`src/hdl/ccs_consts.vh`:
```
// Constants for the complement and compare-skip execution block
`ifndef CCS_CONSTS_VH
`define CCS_CONSTS_VH
`define CCS_OPC_CPL 6'h07
`define CCS_OPC_CPEQ 7'h31
`define CCS_OPC_MSB 15
`define CCS_OPC_CPL_LSB 10
`define CCS_OPC_CPEQ_LSB 9
`define CCS_F_MSB 7
`define CCS_F_LSB 0
`define CCS_SIGN_BIT 7
`define CCS_BIT_D 9
`define CCS_BIT_A 8
`define CCS_IDX_LIMIT 8'h5F
`define CCS_ACC_SPLIT 8'h60
`define CCS_ACC_HIGH_BANK 4'hF
`define CCS_ZERO8 8'h00
`define CCS_ZERO12 12'h000
`define CCS_ZERO4 4'h0
`define CCS_PH_STEP 2'h1
`define CCS_Q1 2'h0
`define CCS_Q2 2'h1
`define CCS_Q3 2'h2
`define CCS_Q4 2'h3
`endif

```
`src/hdl/ccs_exec.v`:
```
// Execution of complement-file and compare-equal-skip instructions
`timescale 1ns/1ns
`include "ccs_consts.vh"

// Notes on behaviour
// RULE1: Complement-file result is the bitwise inverse of the file byte.
// RULE2: Destination bit 0: result goes to working register, file untouched.
// RULE3: Destination bit 1: result written back to the file register.
// RULE4: Access bit 0: address resolved inside the access bank.
// RULE5: Access bit 1: bank select register chooses the register bank.
// RULE6: Extended set, access bit 0, address up to 95: indexed offset.
// RULE7: Compare-skip: unsigned equality, no flags, skip turns next to no-op.
module ccs_exec (
	input wire clk,
	input wire rst,
	input wire ce,
	input wire instr_valid,
	input wire [15:0] instr,
	input wire ext_set_en,
	input wire [3:0] bank_select_register,
	input wire [11:0] idx_base,
	input wire [7:0] wreg_in,
	input wire [7:0] mem_rdata,
	output wire [11:0] mem_addr,
	output wire mem_rd,
	output wire mem_we,
	output wire [7:0] mem_wdata,
	output wire wreg_we,
	output wire [7:0] wreg_wdata,
	output wire flags_we,
	output wire flag_n,
	output wire flag_z,
	output wire skip_next,
	output wire [1:0] qphase
);

// Phase codes of the four-step instruction cycle
localparam [1:0] PH_Q1 = `CCS_Q1;
localparam [1:0] PH_Q2 = `CCS_Q2;
localparam [1:0] PH_Q3 = `CCS_Q3;
localparam [1:0] PH_Q4 = `CCS_Q4;

// State and output registers
reg [1:0] q_q;
reg [1:0] q_d;
reg is_cpl_q;
reg is_cpl_d;
reg is_cpeq_q;
reg is_cpeq_d;
reg dest_q;
reg dest_d;
reg [7:0] data_q;
reg [7:0] data_d;
reg [11:0] addr_q;
reg [11:0] addr_d;
reg [11:0] mem_addr_q;
reg [11:0] mem_addr_d;
reg mem_rd_q;
reg mem_rd_d;
reg mem_we_q;
reg mem_we_d;
reg [7:0] mem_wdata_q;
reg [7:0] mem_wdata_d;
reg wreg_we_q;
reg wreg_we_d;
reg [7:0] wreg_wdata_q;
reg [7:0] wreg_wdata_d;
reg flags_we_q;
reg flags_we_d;
reg flag_n_q;
reg flag_n_d;
reg flag_z_q;
reg flag_z_d;
reg skip_next_q;
reg skip_next_d;

// Decoded instruction fields
wire is_cpl;
wire is_cpeq;
wire is_known;
wire [7:0] f_field;
wire acc_sel;
wire dest_sel;
wire [11:0] eff_addr;
wire [7:0] comp_byte;
wire cpeq_equal;

function [11:0] resolve_addr;
	input [7:0] f;
	input a;
	input ext;
	input [3:0] bank;
	input [11:0] base;
	begin
		if (!a && ext && f <= `CCS_IDX_LIMIT)
			resolve_addr = base + {`CCS_ZERO4, f}; // [RULE6]
		else if (!a && f < `CCS_ACC_SPLIT)
			resolve_addr = {`CCS_ZERO4, f}; // [RULE4]
		else if (!a)
			resolve_addr = {`CCS_ACC_HIGH_BANK, f}; // [RULE4]
		else
			resolve_addr = {bank, f}; // [RULE5]
	end
endfunction

function [1:0] next_phase;
	input [1:0] q;
	begin
		next_phase = q + `CCS_PH_STEP;
	end
endfunction

assign f_field = instr[`CCS_F_MSB:`CCS_F_LSB];
assign acc_sel = instr[`CCS_BIT_A];
assign dest_sel = instr[`CCS_BIT_D];
assign is_cpl = instr[`CCS_OPC_MSB:`CCS_OPC_CPL_LSB] == `CCS_OPC_CPL;
assign is_cpeq = instr[`CCS_OPC_MSB:`CCS_OPC_CPEQ_LSB] == `CCS_OPC_CPEQ;
assign is_known = instr_valid & (is_cpl | is_cpeq);
assign eff_addr = resolve_addr(f_field, acc_sel, ext_set_en,
	bank_select_register, idx_base);
assign comp_byte = ~data_q; // [RULE1]
assign cpeq_equal = data_q == wreg_in; // [RULE7]

// Next-state logic; pulses drop unless a phase raises them
always @* begin
	q_d = next_phase(q_q);
	is_cpl_d = is_cpl_q;
	is_cpeq_d = is_cpeq_q;
	dest_d = dest_q;
	data_d = data_q;
	addr_d = addr_q;
	mem_addr_d = mem_addr_q;
	mem_rd_d = 1'h0;
	mem_we_d = 1'h0;
	mem_wdata_d = mem_wdata_q;
	wreg_we_d = 1'h0;
	wreg_wdata_d = wreg_wdata_q;
	flags_we_d = 1'h0;
	flag_n_d = flag_n_q;
	flag_z_d = flag_z_q;
	skip_next_d = 1'h0;
	case (q_q)
	PH_Q1: begin
		is_cpl_d = instr_valid & is_cpl;
		is_cpeq_d = instr_valid & is_cpeq;
		dest_d = dest_sel;
		addr_d = eff_addr; // [RULE4] [RULE5] [RULE6]
		mem_addr_d = eff_addr;
		mem_rd_d = is_known;
	end
	PH_Q2: begin
		data_d = mem_rdata;
	end
	PH_Q3: begin
		if (is_cpl_q)
			data_d = comp_byte; // [RULE1]
	end
	PH_Q4: begin
		if (is_cpl_q) begin
			flags_we_d = 1'h1;
			flag_n_d = data_q[`CCS_SIGN_BIT];
			flag_z_d = data_q == `CCS_ZERO8;
			if (dest_q) begin
				mem_addr_d = addr_q;
				mem_we_d = 1'h1; // [RULE3]
				mem_wdata_d = data_q;
			end else begin
				wreg_we_d = 1'h1; // [RULE2]
				wreg_wdata_d = data_q;
			end
		end
		if (is_cpeq_q)
			skip_next_d = cpeq_equal; // [RULE7]
		is_cpl_d = 1'h0;
		is_cpeq_d = 1'h0;
	end
	default: begin
		q_d = PH_Q1;
	end
	endcase
end

// Clock enable low freezes every register unless the asynchronous reset clears it
always @(posedge clk or posedge rst) begin
	if (rst) begin
		q_q <= PH_Q1;
		is_cpl_q <= 1'h0;
		is_cpeq_q <= 1'h0;
		dest_q <= 1'h0;
		data_q <= `CCS_ZERO8;
		addr_q <= `CCS_ZERO12;
		mem_addr_q <= `CCS_ZERO12;
		mem_rd_q <= 1'h0;
		mem_we_q <= 1'h0;
		mem_wdata_q <= `CCS_ZERO8;
		wreg_we_q <= 1'h0;
		wreg_wdata_q <= `CCS_ZERO8;
		flags_we_q <= 1'h0;
		flag_n_q <= 1'h0;
		flag_z_q <= 1'h0;
		skip_next_q <= 1'h0;
	end else if (ce) begin
		q_q <= q_d;
		is_cpl_q <= is_cpl_d;
		is_cpeq_q <= is_cpeq_d;
		dest_q <= dest_d;
		data_q <= data_d;
		addr_q <= addr_d;
		mem_addr_q <= mem_addr_d;
		mem_rd_q <= mem_rd_d;
		mem_we_q <= mem_we_d;
		mem_wdata_q <= mem_wdata_d;
		wreg_we_q <= wreg_we_d;
		wreg_wdata_q <= wreg_wdata_d;
		flags_we_q <= flags_we_d;
		flag_n_q <= flag_n_d;
		flag_z_q <= flag_z_d;
		skip_next_q <= skip_next_d;
	end
end

assign mem_addr = mem_addr_q;
assign mem_rd = mem_rd_q;
assign mem_we = mem_we_q;
assign mem_wdata = mem_wdata_q;
assign wreg_we = wreg_we_q;
assign wreg_wdata = wreg_wdata_q;
assign flags_we = flags_we_q;
assign flag_n = flag_n_q;
assign flag_z = flag_z_q;
assign skip_next = skip_next_q;
assign qphase = q_q;

endmodule

```
`config.mk`:
```
export PLATFORM = sky130hd
export DESIGN_NAME = ccs_exec
export DESIGN_NICKNAME = d
export VERILOG_FILES = /design/src/hdl/ccs_exec.v
export VERILOG_INCLUDE_DIRS = /design/src /design/src/hdl
export SDC_FILE = /design/constraint.sdc
export NUM_CORES = 1
export LEC_CHECK = 0
export BUFFER_PORTS_ARGS = -buffer_cell sky130_fd_sc_hd__buf_2
export CAP_MARGIN = 20
export CELL_PAD_IN_SITES_DETAIL_PLACEMENT = 1
export CELL_PAD_IN_SITES_GLOBAL_PLACEMENT = 1
export CORE_AREA = 3 3 93 95
export CTS_BUF_LIST = sky130_fd_sc_hd__clkbuf_16
export DETAILED_ROUTE_END_ITERATION = 10
export DIE_AREA = 0 0 96 98
export HOLD_SLACK_MARGIN = 0.02
export PLACE_DENSITY = 0.83
export REMOVE_ABC_BUFFERS = 1
export SLEW_MARGIN = 20
export SYNTH_ARGS = -nofsm -noshare
export SYNTH_HDL_FRONTEND = slang
export SYNTH_SLANG_ARGS = --single-unit
```
`constraint.sdc`:
```
create_clock -name clk -period 5 [get_ports clk]
set_clock_uncertainty 0.2 [all_clocks]
set_input_delay 0.5 -clock clk [delete_from_list [all_inputs] [get_ports clk]]
set_output_delay 0.5 -clock clk [all_outputs]
set_load 0.02 [all_outputs]
```
# Word level (Yosys, flattened, before mapping)
# Index checks and enable logic that the tools add are counted.
# classes
eq_ne	9
n_addsub	2
bitwise	6
n_reduce_logical	15
n_mux	21
n_lt_le_gt_ge	2
# op_table
cell	count
12-bit 2-to-1 mux	5
12-bit one-hot mux with 2 select lines	1
8-bit one-hot mux with 2 select lines	1
12-bit by 8-bit adder with 12-bit output	1
4-bit AND reduction	3
1-bit 2-to-1 mux	11
8-bit == test	1
8-bit by 7-bit less-or-equal comparator with 1-bit output, second input constant	1
8-bit logical NOT	1
8-bit by 7-bit < comparator with 1-bit output, second input constant	1
8-bit 2-to-1 mux	1
8-bit inverter	1
7-bit by 6-bit == test with 1-bit output, second input constant	1
6-bit by 3-bit == test with 1-bit output, second input constant	1
2-bit != test, second input constant	3
3-bit AND reduction	2
2-bit == test, second input constant	2
1-bit one-hot mux with 2 select lines	2
2-bit AND reduction	2
2-bit nonzero test	2
1-bit AND	3
1-bit logical AND	3
2-bit by 1-bit adder with 2-bit output, second input constant	1
2-bit by 1-bit == test with 1-bit output, second input constant	1
other kinds (4)	4
# word_totals
ff_bits	60
in_bits	53
word_cells	71

# Longest topological paths before layout
# logic_depth
ltp_word	5
mapped_depth	9

# Least setup slack after synthesis
# OpenSTA, ideal clock, no wires.
# synth_timing
kind	in2reg
start	in instr[0]
end	reg addr_q[10]
n_path_buf	0
setup_slack_ns	2.644
stages	9
t_arrival_ns	2.079
path_cell_list	ha_1 -> inv_1 -> fa_1 -> nand2b_1 -> a21oi_2 -> a211oi_2 -> a2111oi_0 -> nor3_1 -> o21ai_1
# synth_between
elab_chain_cells	4
# synth_lines
item	line	rtl
start: declaration	ccs_exec.v:18	input wire [15:0] instr,
8-bit by 7-bit < comparator with 1-bit output (no line)	--	
1-bit logical AND (no line)	--	
12-bit 2-to-1 mux	ccs_exec.v:97	else if (!a && f < `CCS_ACC_SPLIT)
12-bit 2-to-1 mux *	ccs_exec.v:95	if (!a && ext && f <= `CCS_IDX_LIMIT)
end signal: assignment	ccs_exec.v:191	addr_q <= `CCS_ZERO12;
end signal: assignment	ccs_exec.v:208	addr_q <= addr_d;
end: declaration	ccs_exec.v:54	reg [11:0] addr_q;
# Mark *: on every way between the ends. The rest lies on a longest branch, timed or not.
# A chain may end at the register's enable or synchronous reset.

# Worst setup path in the final report
# layout_timing
start	reg q_q[0], in the netlist qphase[0]
end	reg mem_addr_q[11], in the netlist mem_addr[11]
# layout_between
elab_chain_cells	3
# layout_lines
item	line	rtl
start: declaration	ccs_exec.v:44	reg [1:0] q_q;
start signal: assignment	ccs_exec.v:203	q_q <= q_d;
2-bit == test / 2-bit logical NOT (equally long branches)	ccs_exec.v:142	case (q_q)
2-bit != test (no line) / 2-bit nonzero test (equally long branches)	--	
4-bit AND reduction (no line)	--	
end signal: assignment	ccs_exec.v:192	mem_addr_q <= `CCS_ZERO12;
end signal: assignment	ccs_exec.v:209	mem_addr_q <= mem_addr_d;
end: declaration	ccs_exec.v:56	reg [11:0] mem_addr_q;
# Several ways; a longest one is shown, not always the timed one.

==> impl_metrics.py <==
metrics = {
    "placement": {
        "dpl_worst_slack_ns": 2.28,
        "port_buffers": 89,
        "place.gp.congestion": 0.891,
        "hpwl_um": 6810,
    },
    "synthesis": {
        "netlist_area_sq_um": 3310,
        "syn_area_per_cell_sq_um": 9.44,
        "yosys_warnings": 0,
        "ys_seq_area_frac": 0.453,
        "synth_cell_types": 55,
        "yosys_most_used_dff": "dfrtp_1",
        "synth_seq_cells": 60,
        "ys_async_sr_fraction": 1.00,
        "synth_cells": 351,
        "synth_edf_count": 0,
    },
    "clock_tree": {
        "cts_hold_buf": 0,
        "htreeDepth": 3,
        "cts_buffer_depth": 2,
        "postCtsResizedCells": 0,
        "tritoncts": "yes",
        "postCtsSetupRepairBufs": 0,
        "clkTransAtPathRegs_ns": 0.05,
        "cts-buffers-inserted": 9,
        "clk_latency_ns": 0.32,
        "root_buffer": "clkbuf_16",
        "cts_sinks": 60,
    },
    "layout": {
        "multi_input_area_sq_um": 1660,
        "seqCellArea_sq_um": 1500,
        "diodes": 0,
        "layout_common_cells": "89 x buf_2, 60 x dfrtp_1, 51 x nand2_1",
        "final_nets": 503,
        "final_common_cell": "buf_2",
        "fin_util": 0.522,
        "syn_to_final_growth_pct": 23.1,
        "drive_above_1_share": 0.292,
        "n_fill_cell": 931,
    },
    "outcome": {
        "status": "finished clean",
    },
    "power": {
        "p_int_uw": 1220,
        "power.leakage_uw": 0.00196,
        "combPwrFrac": 0.355,
        "p_seq_frac": 0.377,
        "vdd_drop_max_v": 0.000162,
        "power_switching_uw": 784,
        "powerDensity_nw_per_um2": 492,
        "switching_share": 0.391,
        "power.share.clock": 0.268,
    },
    "floorplan": {
        "num_rows": 32,
        "core_area_sq_um": 7810,
        "die_h_um": 98,
        "dieArea_sq_um": 9410,
        "dieWidth_um": 96,
        "initial_core_util": 0.424,
        "ioPinCount": 90,
    },
    "routing": {
        "first_pass_iters": 4,
        "avgRoutedWirePerCell_um": 16.7,
        "drc": 0,
        "num_vias": 2944,
        "via_per_inst": 5.41,
        "drtIter0Drc": 106,
        "ant_nets": 0,
        "wl_um": 9110,
    },
    "sta": {
        "maxClockFrequency_mhz": 384,
        "rsz0062_at_grt": "false",
        "worst_slack_ns": 2.39,
        "period_minus_slack_ns": 2.61,
        "fin_crit_sh": 0.521,
        "slew_viol_final": 0,
        "setup_viol": 0,
        "whs_ns": 0.190,
        "relSlewSlack": 0.436,
        "setup_tns_ns": 0,
        "hold_viol": 0,
        "max_slew.worst_pin.slew_ns": 0.846,
    },
    "worst_setup_path": {
        "cp_data_required_time_ns": 5.00,
        "crit_arrival_ns": 2.61,
        "cp-end-kind": "register",
        "cp_max_fo": 18,
        "crit_type": "reg2reg",
        "cp-start-kind": "register",
    },
    "global_route": {
        "antenna_found_initial": 0,
        "grt_pass1_wl_um": 15100,
        "grt_pass1_vias": 3122,
        "grt_usage": 0.202,
        "grt_max_degree": 61,
        "overflow": 0,
    },
    "flow_run": {
        "cap_violations": 0,
    },
    "min_path": {
        "hold_path.class": "in2async",
    },
}
==> synthesized netlist by cell type (all sizes together), types with 2 or more instances <==
cell / count / area, sq um
xor2: 8 / 70.1
nor2: 21 / 78.8
nor2b: 6 / 37.5
and2: 2 / 12.5
a21oi: 17 / 96.4
o21ai: 41 / 205
a31oi: 9 / 56.3
a22o: 3 / 26.3
nand4: 5 / 31.3
o22ai: 3 / 18.8
nand3: 5 / 25.0
a21o: 3 / 23.8
mux2i: 5 / 50.1
dfrtp: 60 / 1500
nand2: 52 / 203
o21a: 2 / 15.0
clkbuf: 8 / 30.0
a211oi: 2 / 32.5
nor3: 4 / 20.0
inv: 20 / 75.1
and4: 2 / 17.5
or4: 3 / 22.5
ha: 12 / 150
xnor2: 7 / 61.3
o31ai: 3 / 22.5
nand2b: 5 / 31.3
mux2: 13 / 146
or2: 2 / 12.5
nor4: 5 / 37.5
o211ai: 3 / 27.5
buf: 7 / 45.0
==> power groups by stage <==
| stage | clock network (uW) | logic [uW] | registers, uW |
|---|---|---|---|
| finish | 537 | 712 | 757 |
| global route | 560 | 799 | 777 |
| CTS | 537 | 721 | 757 |
| detailed placement | 0 | 708 | 762 |
| global placement | 0 | 672 | 750 |
| floorplan | 0 | 409 | 803 |
==> worst max-delay path, cell delays in order, from the launching register on <==
cell      delay (ns)
dfrtp_1         0.43
inv_1           0.11
ha_1            0.32
nand2b_1        0.27
a21oi_2         0.68
nand2_1         0.19
o21ai_0         0.20
o41ai_1         0.09
==> area by class of cell <==
class | instances | share of cell area
multi-input cells | 256 | 0.407
flip-flops and latches | 60 | 0.368
repair buffers | 90 | 0.111
clock buffers | 9 | 0.0552
well taps | 102 | 0.0313
inverters | 20 | 0.0184
clock inverters | 7 | 0.00859
==> cell families (layout without fill, tap and decap cells) <==
family / count (synthesis) / after routing / synth area share
AOI/OAI and AO/OA: 94 / 94 / 0.182
xor gates and xnor gates: 15 / 15 / 0.0397
adders and majority gates: 13 / 13 / 0.0514
buffers and inverters: 35 / 126 / 0.0453
DFF: 60 / 60 / 0.453
muxes: 18 / 18 / 0.0593
and+or+nand+nor: 116 / 116 / 0.169
==> layer usage <==
layer / routed length, um / GRT usage
met1: 3930 / 0.254
met2: 4630 / 0.349
met3: 427 / 0.0277
met4: 124 / 0.0700
met5: 0 / 0
==> state kept, by name, indices dropped and copies added (netlist names) <==
signal      cells
wreg_wdata      8
mem_wdata       8
wreg_we         1
qphase          2
skip_next       1
flags_we        1
mem_we          1
flag_n          1
is_cpeq_q       1
mem_rd          1
is_cpl_q        1
flag_z          1
data_q          8
dest_q          1
addr_q         12
mem_addr       12
==> stage by stage <==
| step | power, uW | area, sq um | std cells |
|---|---|---|---|
| 2_1_floorplan | 1210 | 3240 | 336 |
| 3_3_place_gp | 1420 | 3820 | 528 |
| 3_5_place_dp | 1470 | 3820 | 528 |
| 4_1_cts | 2020 | 4080 | 544 |
| 5_1_grt | 2140 | 4080 | 544 |
| 6_report | 2010 | 4080 | 544 |
==> final timing paths <==
kind,start,end,slack [ns],depth (start not counted)
max,qphase[0],mem_addr[11],2.39,7
min,rst,mem_we,0.19,3
max reg2reg,qphase[0],mem_addr[11],2.39,7
min reg2reg,mem_wdata[5],mem_wdata[5],0.27,2
max in group asynchronous,rst,wreg_wdata[1],3.92,3
min in group clk,instr[9],dest_q,0.19,3
No activity file was read; power rests on OpenSTA's default activity.
